<file path="config.mk">
export PLATFORM = sky130hd
export DESIGN_NAME = line_status_interrupt_events
export DESIGN_NICKNAME = d
export VERILOG_FILES = /design/src/core/lsie_pkg.sv /design/src/core/line_status_interrupt_events.sv /design/src/core/tx_clock_loss_detect.sv
export VERILOG_INCLUDE_DIRS = /design/src /design/src/core
export SDC_FILE = /design/constraint.sdc
export NUM_CORES = 1
export LEC_CHECK = 0
export ABC_AREA = 1
export BUFFER_PORTS_ARGS = -buffer_cell sky130_fd_sc_hd__buf_2
export CORE_ASPECT_RATIO = 1.1
export CORE_UTILIZATION = 30
export DETAILED_ROUTE_END_ITERATION = 8
export PLACE_DENSITY_LB_ADDON = 0.05
export SLEW_MARGIN = 20
export SYNTH_ARGS = -nofsm -noshare
export SYNTH_HDL_FRONTEND = slang
export SYNTH_SLANG_ARGS = --single-unit
</file>
<file path="constraint.sdc">
create_clock -name sys_clk -period 3.1 [get_ports sys_clk]
set_clock_uncertainty 0.1 [all_clocks]
set_input_delay 0.31 -clock sys_clk [delete_from_list [all_inputs] [get_ports sys_clk]]
set_output_delay 0.31 -clock sys_clk [all_outputs]
set_load 0.02 [all_outputs]
</file>
<file path="src/core/lsie_map.svh">
// Purpose: Register offsets, bit positions, resets and timing counts
// Assumes: Included by its bare name from the line status block files
// Notes:   Definitions only
`ifndef LSIE_MAP_SVH
`define LSIE_MAP_SVH

// Register offsets on the byte-wide register port
`define LSIE_OFS_MASK_PRIMARY    8'h14
`define LSIE_OFS_EDGE_SELECT     8'h16
`define LSIE_OFS_STATUS_PRIMARY  8'h17
`define LSIE_OFS_STATUS_SECOND   8'h18
`define LSIE_OFS_INT_STATUS      8'h19

// Condition bit positions 4-0, shared by flags, masks, selects, int status; bit 5 is remote loopback in second status
`define LSIE_BIT_PATTERN_SYNC    4
`define LSIE_BIT_TX_CLOCK_LOSS   3
`define LSIE_BIT_DRIVER_FAIL     2
`define LSIE_BIT_ALARM_IND       1
`define LSIE_BIT_SIGNAL_LOSS     0
`define LSIE_BIT_REMOTE_LOOP     5

// Reset values
`define LSIE_RST_MASK            5'h1f
`define LSIE_RST_EDGE_SELECT     5'h00
`define LSIE_RST_FLAGS           5'h00
`define LSIE_RST_INT_STATUS      5'h00
`define LSIE_RST_READ_DATA       8'h00

// Reserved mask bits 7-5 read back as ones
`define LSIE_MASK_RSVD_READ      3'h7

// Transmit clock counts as lost after more than this many clocks
`define LSIE_TX_CLOCK_LOSS_CYCLES 70

`endif

</file>
<file path="src/core/lsie_pkg.sv">
// Purpose: Types shared by the line status interrupt event block
// Assumes: Constants live in lsie_map.svh
// Notes:   Types only
`default_nettype none

package lsie_pkg;

    // One byte of register data
    typedef logic [7:0] reg_byte_t;

    // One bit per monitored condition, bit 4 down to bit 0
    typedef logic [4:0] cond_vec_t;

endpackage : lsie_pkg

`default_nettype wire

</file>
<file path="src/core/line_status_interrupt_events.sv">
// Purpose: Line status flags, edge-selected interrupt events, mask
// Assumes: Detector levels come from logic on sys_clk
// Notes:   Read data is registered, one cycle after the read strobe.
//          A read of the interrupt status clears it, but an event that
//          lands in the same cycle stays set, so no change is lost.
//          Detector levels get no synchroniser here; only the line
//          clock pin is synchronised, inside the loss detector.
//
// What this block does
// - Pattern-sync select: rising only, or both
// - Clock-loss select: rising only, or both
// - Driver-fail select: rising only, or both
// - Alarm-indication select: rising only, or both
// - Signal-loss select: rising only, or both
// - Bit 4 shows live pattern sync
// - Clock loss after over 70 idle clocks
// - Bit 2 shows driver short circuit
// - Bit 1 shows alarm indication detected
// - Bit 0 shows loss of signal
// - Event counts only when its mask is 0
// - Second status bit 5 shows remote loopback
// - Second status read-only, live, unlatched
// - Mask 1 blocks, 0 allows; resets to 1
// - Events latch status; read clears it
`include "lsie_map.svh"
`default_nettype none

module line_status_interrupt_events #(
    parameter int LOSS_CYCLES = `LSIE_TX_CLOCK_LOSS_CYCLES
) (
    // Clock and reset
    input  wire logic              sys_clk,
    input  wire logic              rst_b,
    // Register port
    input  wire logic [7:0]        regAddr,
    input  wire logic              regWrEn,
    input  wire logic [7:0]        regWrData,
    input  wire logic              regRdEn,
    output var  logic [7:0]        regRdData_r,
    // Detector levels and pin
    input  wire logic              patternSyncDet,
    input  wire logic              driverShortDet,
    input  wire logic              alarmIndDet,
    input  wire logic              signalLossDet,
    input  wire logic              remoteLoopActive,
    input  wire logic              transmit_line_clock,
    // Interrupt request
    output var  logic              intReq_r
);

    // One event slice per monitored condition
    localparam int NCOND = $bits(lsie_pkg::cond_vec_t);

    // Sampled flags and their previous copy for the edge compare
    lsie_pkg::cond_vec_t flags_r;
    lsie_pkg::cond_vec_t flagsPrev_r;
    // Software-written selects and masks
    lsie_pkg::cond_vec_t edgeSel_r;
    lsie_pkg::cond_vec_t mask_r;
    // Latched event status
    lsie_pkg::cond_vec_t intStatus_r;
    lsie_pkg::cond_vec_t intStatus_nxt;
    // Per-condition events, one continuous driver per bit
    wire lsie_pkg::cond_vec_t events;
    lsie_pkg::cond_vec_t liveFlags;
    logic                remoteLoop_r;
    logic                clockMissing;
    logic                statusClear;

    // Address match, used by writes and the read-clear; reads decode by case
    function automatic logic hit(input logic [7:0] a, input logic [7:0] o);
        hit = (a == o);
    endfunction : hit

    // Condition word placed as one byte with reserved bits
    function automatic lsie_pkg::reg_byte_t pack(
        input lsie_pkg::cond_vec_t v,
        input logic [2:0]          hi
    );
        pack = {hi, v};
    endfunction : pack

    // Line clock loss detector; its flag leaves it already registered
    tx_clock_loss_detect #(
        .LOSS_CYCLES         (LOSS_CYCLES)
    ) uClockLoss (
        .sys_clk             (sys_clk),
        .rst_b               (rst_b),
        .transmit_line_clock (transmit_line_clock),
        .clockMissing_r      (clockMissing)
    );

    // Detector levels gathered at their status bit positions
    // The clock-loss bit comes from the detector, not from a level input
    always_comb
    begin
        liveFlags = '0;
        liveFlags[`LSIE_BIT_PATTERN_SYNC]  = patternSyncDet;
        liveFlags[`LSIE_BIT_TX_CLOCK_LOSS] = clockMissing;
        liveFlags[`LSIE_BIT_DRIVER_FAIL]   = driverShortDet;
        liveFlags[`LSIE_BIT_ALARM_IND]     = alarmIndDet;
        liveFlags[`LSIE_BIT_SIGNAL_LOSS]   = signalLossDet;
    end

    // Flags sampled every clock; the previous copy feeds edge compare
    // Both copies reset to zero, so no false edge follows reset
    always_ff @(posedge sys_clk or negedge rst_b)
    begin
        if (!rst_b)
        begin
            flags_r     <= `LSIE_RST_FLAGS;
            flagsPrev_r <= `LSIE_RST_FLAGS;
        end
        else
        begin
            flags_r     <= liveFlags;
            flagsPrev_r <= flags_r;
        end
    end

    // Remote loopback is shown live, never latched
    // One register stage keeps it in step with the other status bits
    always_ff @(posedge sys_clk or negedge rst_b)
    begin
        if (!rst_b)
            remoteLoop_r <= 1'b0;
        else
            remoteLoop_r <= remoteLoopActive;
    end

    // Software writes to the edge select register
    always_ff @(posedge sys_clk or negedge rst_b)
    begin
        if (!rst_b)
            edgeSel_r <= `LSIE_RST_EDGE_SELECT;
        else if (regWrEn && hit(regAddr, `LSIE_OFS_EDGE_SELECT))
            edgeSel_r <= regWrData[4:0];
    end

    // Software writes to the mask; reserved bits 7-5 are not stored
    always_ff @(posedge sys_clk or negedge rst_b)
    begin
        if (!rst_b)
            mask_r <= `LSIE_RST_MASK;
        else if (regWrEn && hit(regAddr, `LSIE_OFS_MASK_PRIMARY))
            mask_r <= regWrData[4:0];
    end

    // Per-condition event: rising always, falling when selected
    generate
        for (genvar i = 0; i < NCOND; i++)
        begin : gEvent
            logic rise;
            logic fall;
            // Rising change always qualifies
            assign rise = flags_r[i] & ~flagsPrev_r[i];
            // Falling change only when its select bit asks for both
            assign fall = ~flags_r[i] & flagsPrev_r[i] &
                          edgeSel_r[i];
            // Bits 4..0 cover the five selects in the same loop
            assign events[i] = ~mask_r[i] & (rise | fall);
        end
    endgenerate

    // Read of the status register clears it; a new event still wins
    assign statusClear = regRdEn & hit(regAddr, `LSIE_OFS_INT_STATUS);

    // Clear first, then merge new events, so a set beats a clear
    always_comb
    begin
        intStatus_nxt = intStatus_r;
        if (statusClear)
            intStatus_nxt = '0;
        intStatus_nxt = intStatus_nxt | events;
    end

    // Latched event status, held until software reads it
    always_ff @(posedge sys_clk or negedge rst_b)
    begin
        if (!rst_b)
            intStatus_r <= `LSIE_RST_INT_STATUS;
        else
            intStatus_r <= intStatus_nxt;
    end

    // Request follows the latched status, so it drops with the clear
    always_ff @(posedge sys_clk or negedge rst_b)
    begin
        if (!rst_b)
            intReq_r <= 1'b0;
        else
            intReq_r <= |intStatus_nxt;
    end

    // Registered read mux; unmapped addresses read zero
    // Reserved bits read zero except the mask's, which read one
    always_ff @(posedge sys_clk or negedge rst_b)
    begin
        if (!rst_b)
            regRdData_r <= `LSIE_RST_READ_DATA;
        else if (regRdEn)
        begin
            case (regAddr)
                `LSIE_OFS_MASK_PRIMARY:
                    regRdData_r <= pack(mask_r, `LSIE_MASK_RSVD_READ);
                `LSIE_OFS_EDGE_SELECT:
                    regRdData_r <= pack(edgeSel_r, 3'h0);
                `LSIE_OFS_STATUS_PRIMARY:
                    regRdData_r <= pack(flags_r, 3'h0);
                `LSIE_OFS_STATUS_SECOND:
                    regRdData_r <= {2'h0, remoteLoop_r, 5'h00};
                `LSIE_OFS_INT_STATUS:
                    regRdData_r <= pack(intStatus_r, 3'h0);
                default:
                    regRdData_r <= 8'h00;
            endcase
        end
    end

endmodule : line_status_interrupt_events

`default_nettype wire

</file>
<file path="src/core/tx_clock_loss_detect.sv">
// Purpose: Flags a transmit line clock that has stopped toggling
// Assumes: Clock pin is asynchronous to sys_clk
// Notes:   Pin passes two flip-flops before the toggle compare
`include "lsie_map.svh"
`default_nettype none

module tx_clock_loss_detect #(
    parameter int LOSS_CYCLES = `LSIE_TX_CLOCK_LOSS_CYCLES
) (
    // Clock and reset
    input  wire logic sys_clk,
    input  wire logic rst_b,
    // Pin and result
    input  wire logic transmit_line_clock,
    output var  logic clockMissing_r
);

    localparam int CW = $clog2(LOSS_CYCLES + 2);
    localparam logic [CW-1:0] LIMIT = CW'(LOSS_CYCLES);

    logic          syncA_r;
    logic          syncB_r;
    logic          lastLevel_r;
    logic [CW-1:0] idleCount_r;

    // Two-stage synchroniser; stage A is read only by stage B
    always_ff @(posedge sys_clk or negedge rst_b)
    begin
        if (!rst_b)
        begin
            syncA_r     <= 1'b0;
            syncB_r     <= 1'b0;
            lastLevel_r <= 1'b0;
        end
        else
        begin
            syncA_r     <= transmit_line_clock;
            syncB_r     <= syncA_r;
            lastLevel_r <= syncB_r;
        end
    end

    // Idle counter restarts on any toggle, saturates above the limit
    always_ff @(posedge sys_clk or negedge rst_b)
    begin
        if (!rst_b)
            idleCount_r <= '0;
        else if (syncB_r != lastLevel_r)
            idleCount_r <= '0;
        else if (idleCount_r <= LIMIT)
            idleCount_r <= idleCount_r + CW'(1);
    end

    // Loss means strictly more than the limit without a toggle
    always_ff @(posedge sys_clk or negedge rst_b)
    begin
        if (!rst_b)
            clockMissing_r <= 1'b0;
        else
            clockMissing_r <= (idleCount_r > LIMIT);
    end

endmodule : tx_clock_loss_detect

`default_nettype wire
</file>
### Word-level counts from Yosys, hierarchy flattened

Index checks and enable logic that the tools add are counted.

| word-level totals | value |
|---|---|
| register bits | 46 |
| latch bits | 0 |
| bits in writable memories | 0 |
| ROM bits | 0 |
| input bits | 26 |
| output and inout port bits | 9 |
| memories kept | 0 |

| operators by class | value |
|---|---|
| add/subtract/negate cells | 1 |
| multiply operators | 0 |
| div/mod/pow operators | 0 |
| magnitude comparators | 2 |
| equality and inequality tests | 6 |
| shift-type cells | 0 |
| mux-type cells | 4 |
| bitwise operators | 42 |
| reduce and logical (&&, ||, !) cells | 4 |

Operators with widths:

| operator | number |
|---|---|
| $eq 8x5->1 const B | 5 |
| $pmux 8 s5 | 1 |
| $and 1x1->1 | 21 |
| $not 1->1 | 15 |
| $mux 7 | 2 |
| $add 7x1->7 const B | 1 |
| $gt 7x7->1 const B | 1 |
| $le 7x7->1 const B | 1 |
| $mux 5 | 1 |
| $or 1x1->1 | 5 |
| $or 5x5->5 | 1 |
| $reduce_or 5->1 | 1 |
| $logic_and 1x1->1 | 2 |
| $reduce_bool 2->1 | 1 |
| $ne 1x1->1 | 1 |

### Longest topological paths before layout

| depth | value |
|---|---|
| depth after elaboration | 7 |
| mapped depth | 8 |

### Cells and area by module

From an unflattened synthesis, not the netlist that was laid out.

| second synthesis, totals | value |
|---|---|
| cell total of the unflattened synthesis | 239 |
| area, all modules | 2122.0 um^2 |

By module, submodules not included:

| module | instances | cells an instance | area an instance (um^2) | seq. area each (um^2) |
|---|---|---|---|---|
| line_status_interrupt_events | 1 | 174 | 1550.2 | 857.1 |
| tx_clock_loss_detect | 1 | 65 | 571.8 | 275.3 |

### Least setup slack after synthesis

No wires, ideal clock.

| timing | value |
|---|---|
| kind | reg2reg |
| from | reg uClockLoss.idleCount_r[0] |
| to | reg uClockLoss.idleCount_r[3] |
| setup time | 124 ps |
| data arrival time | 1052 ps |
| data required time | 2876 ps |
| path slack | 1824 ps |
| stages on the path, launching flop included | 7 |
| path buffers | 0 |
| cells stage by stage | dfrtp_1 inv_1 ha_1 o21ai_1 nand2_2 nor2_2 o21ai_1 |

| between the ends | value |
|---|---|
| longest elaborated chain between the ends | 3 |

RTL lines:

| element | line | text |
|---|---|---|
| from (decl) | tx_clock_loss_detect.sv:24 | `logic [CW-1:0] idleCount_r;` |
| from (signal assigned) | tx_clock_loss_detect.sv:51 | `idleCount_r <= idleCount_r + CW'(1);` |
| $add 7x1->7 | tx_clock_loss_detect.sv:51 |  |
| $mux 7 | tx_clock_loss_detect.sv:50 | `else if (idleCount_r <= LIMIT)` |
| $mux 7 | tx_clock_loss_detect.sv:48 | `else if (syncB_r != lastLevel_r)` |

Several ways; a longest one is shown, not always the timed one. The select of a mux whose other input is x is not followed.
A chain may end at the register's enable or synchronous reset.

### Final worst setup path

| timing | value |
|---|---|
| from | reg uClockLoss.idleCount_r[0] |
| to | reg uClockLoss.idleCount_r[1] |

The elaborated chain is that of the path after synthesis.

==> summary.md <==
| Metric | Value |
|---|---|
| Synth Cell Area | `2080 um^2` |
| Multiplexer share of the synthesized area | `0%` |
| Ys async rst share | `100%` |
| Fill count | `692` |
| Comb pwr share | `8.8%` |
| WS Path Type | `flop to flop` |
| Synthesis Warnings | `0` |
| Fin crit share | `45.6%` |
| Iteration-0 DRC Markers | `89` |
| Sequential power share | `57.5%` |
| PostCTS Resize Cnt | `0` |
| Num CTS Buffers | `5` |
| Via Count | `1528` |
| Post-DP HPWL | `roughly 3200 um` |
| Fmax | `708 MHz` |
| Clock Power Share | `33.7%` |
| Root buffer selected by CTS | `clkbuf_8` |
| Met1 Usage GRT | `17.5%` |
| Multi-input gate area | `a little over 800 um^2` |
| Slew headroom | `61.1%` |
| Vias in the first global route | `1547` |
| GP Congestion | `0.788` |
| Final nets | `292` |
| Cell Chain, Critical Path | `inv_1 > ha_1 > o21ai_1 > nand2_2 > nor2_2 > nand2_1 > o21ai_0` |
| Worst min-delay path category | `primary input to flop` |
| Overflow after GRT | `0` |
| Crit-path max cell delay | `0.41 ns` |
| LEAKAGE | `0.00126 uW` |
| Row count | `31` |
| Power, Total | `1110 uW` |
| Post-DR vias/cell | `between 4 and 5` |
| Routing usage on met2 | `between 20% and 30%` |
| Final Hold Vio Count | `0` |
| Setup crit end kind | `flop` |
| Final worst setup slack | `1.69 ns` |
| Syn Area/Cell | `between 9 and 10 um^2` |
| Post-CTS setup repair buffer count | `0` |
| Worst slack, placed | `1.45 ns` |
| Top cells by count, synth | `nand2_1, dfrtp_1, nand3_1, inv_1, o21ai_0` |
| Peak supply drop | `201 uV` |
| Chip width | `between 80 and 90 um` |
| Post-synthesis sequential area ratio | `a little over half` |
| Count of state elements after synthesis | `45` |
| Dpl cell area | `2300 um^2` |
| Largest net degree at the start of global routing | `46` |
| I/O Buffers | `31` |
| Worst setup SP type | `flop` |
| Final instance area | `2440 um^2` |
| Clock sinks | `45` |
| Final setup violation count | `0` |
| Worst Tran Pin Value | `0.583 ns` |
| Slowest cell on the critical path | `dfrtp_1` |
| CTS clk-pin slew, worst paths | `0.08 ns` |
| Yosys top cell area share | `roughly half` |
| GRT met3 Usage | `3.78%` |
| Synth Area in Compound Gates | `8.35%` |
| Slew Viols, Final | `0` |
| Post-Synth XOR/XNOR Area | `1.20%` |
| Syn_nets | `252` |
| Top FF cell, synth | `dfrtp_1` |
| Tmin final | `1.41 ns` |
| Post-Synth Adder-Cell Area | `about 1.2%` |
| CTS tree | `done` |
| Setup TNS | `0 ns` |
| Diodes inserted | `0` |
| Max Cap Viol | `0` |
| Clk Latency, worst-skew pair | `0.29 ns` |
| GRT Util Overall | `between 10% and 20%` |
| Post-synthesis simple-gate area fraction | `29.1%` |
| ANT nets after route | `0` |
| Num ports | `35` |
| Outcome | `completed` |
| FF+latch area | `1130 um^2` |
| Die H | `89.4 um` |
| Cells after Synth | `approximately 220` |
| Int Power | `837 uW` |
| Worst EP required | `3.21 ns` |
| EDFF count, synth | `0` |
| Largest family of logic cells by synthesized area | `simple AND/OR/NAND/NOR gates` |
| Post-synth top area cell | `dfrtp_1` |
| Die Area | `about 7300 um^2` |
| H-Tree Depth | `2` |
| # DRC | `0` |
| Unrepaired setup endpoints after global routing | `false` |
| Crit path arrival time | `1.53 ns` |
| First-pass DRT Iterations | `4` |
| Initial core utilization | `31.4%` |
| NetSw | `277 uW` |
| Count of cell types in the netlist | `29` |
| Crit-path max FO | `6` |
| Drt total wl | `4400 um` |
| CORE AREA | `6630 um^2` |
| Synth area leaders | `dfrtp_1, nand2_1, dfstp_2` |
| First-pass GRT wire length | `roughly 7400 um` |
| Wirelength per Cell | `12.7 um` |
| Power Density | `456 nW/um^2` |
| Clk buf depth | `2` |
| Share of post-route cells with drive strength above 1 | `23.4%` |
| Initial antenna violation count | `0` |
| Area grow syn2layout | `17.4%` |
| Hold-fix buffers, CTS | `0` |
| Most common cell in the netlist | `nand2_1` |
| Layer with the highest usage | `met2` |
| Switching power share of the total | `24.9%` |
power groups by stage:
stage / logic (uW) / clock network [uW] / registers, uW
floorplan: 55.2 / 0 / 646
global placement: 96.5 / 0 / 652
detailed placement: 96.6 / 0 / 651
CTS: 96.8 / 397 / 641
global route: 116 / 423 / 645
finish: 98.2 / 375 / 640
path summary, 6_finish.rpt:
path,slack [ns],cells past startpoint,end,from
worst max-delay path,1.69,7,uClockLoss.idleCount_r[1]$_DFFE_PN0P_,uClockLoss.idleCount_r[0]$_DFFE_PN0P_
worst min-delay path,0.02,1,remoteLoop_r$_DFF_PN0_,remoteLoopActive
worst max register to register,1.69,7,uClockLoss.idleCount_r[1]$_DFFE_PN0P_,uClockLoss.idleCount_r[0]$_DFFE_PN0P_
worst min register to register,0.25,0,flags_r[3]$_DFF_PN0_,uClockLoss.clockMissing_r$_DFF_PN0_
max in group asynchronous,2.05,2,flags_r[3]$_DFF_PN0_,rst_b
min in group asynchronous,0.45,2,flags_r[1]$_DFF_PN0_,rst_b
stage by stage:
| step | hold WS [ns] | std cells | utilization, % |
|---|---|---|---|
| 6_report | 0.0219 | 347 | 36.9 |
| 5_1_grt | 0.00556 | 347 | 36.9 |
| 4_1_cts | 0.00269 | 342 | 36.1 |
| 3_5_place_dp | 0.235 | 334 | 34.7 |
| 3_3_place_gp | 0.233 | 334 | 34.7 |
| 2_1_floorplan | -0.0856 | 224 | - |
sequential cells by signal, indices dropped and copies added (netlist names):
signal and cells:
regRdData_r 7, edgeSel_r 5, remoteLoop_r 1, intReq_r 1
uClockLoss.lastLevel_r 1, intStatus_r 5, mask_r 5, uClockLoss.clockMissing_r 1
uClockLoss.idleCount_r 7, flags_r 5, uClockLoss.syncB_r 1, uClockLoss.syncA_r 1
flagsPrev_r 5
cells in the final DEF (no fill, tap or decap), drive strengths merged:
cell type,count
a22oi,1
nand3,24
a21o,2
ha,2
inv,21
clkbuf,8
o21ai,22
nor3,2
a21oi,7
xnor2,1
xor2,1
dfrtp,40
buf,31
dlygate4sd3,5
dfstp,5
nand4,3
clkinv,1
or2,1
nand2,67
nor2,20
a31oi,1
cell type report:
| type | instances | area share (%) |
|---|---|---|
| Sequential cell | 45 | 46.3 |
| Multi-Input combinational cell | 154 | 33.9 |
| Timing Repair Buffer | 36 | 8.50 |
| Tap cell | 82 | 4.20 |
| Clock buffer | 8 | 3.68 |
| Inverter | 22 | 3.38 |
critical path: cells and delay by family (launching register included):
family          cells  cell delay, ns
compound gates      2            0.23
simple gates        3            0.35
buf+inv             1            0.06
flops               1            0.41
fa+ha+maj           1            0.19
cell families (layout without fill, tap and decap cells):
| group | count (synthesis) | in the layout |
|---|---|---|
| flip-flops | 45 | 45 |
| AND/OR/NAND/NOR | 117 | 117 |
| AO/OA/AOI/OAI | 33 | 33 |
| buffers and inverters | 25 | 66 |
| XOR/XNOR | 2 | 2 |
| adder cells (fa/ha/maj) | 2 | 2 |
per-layer routing:
metal  wire, um  share of wire [%]  vias to the layer above
met5          0                  0                        -
met4         62                1.4                        0
met3        174                4.0                        6
met2       2060                 47                       25
met1       2100                 48                      698
li1           -                  -                      799
No activity file was read; power rests on OpenSTA's default activity.
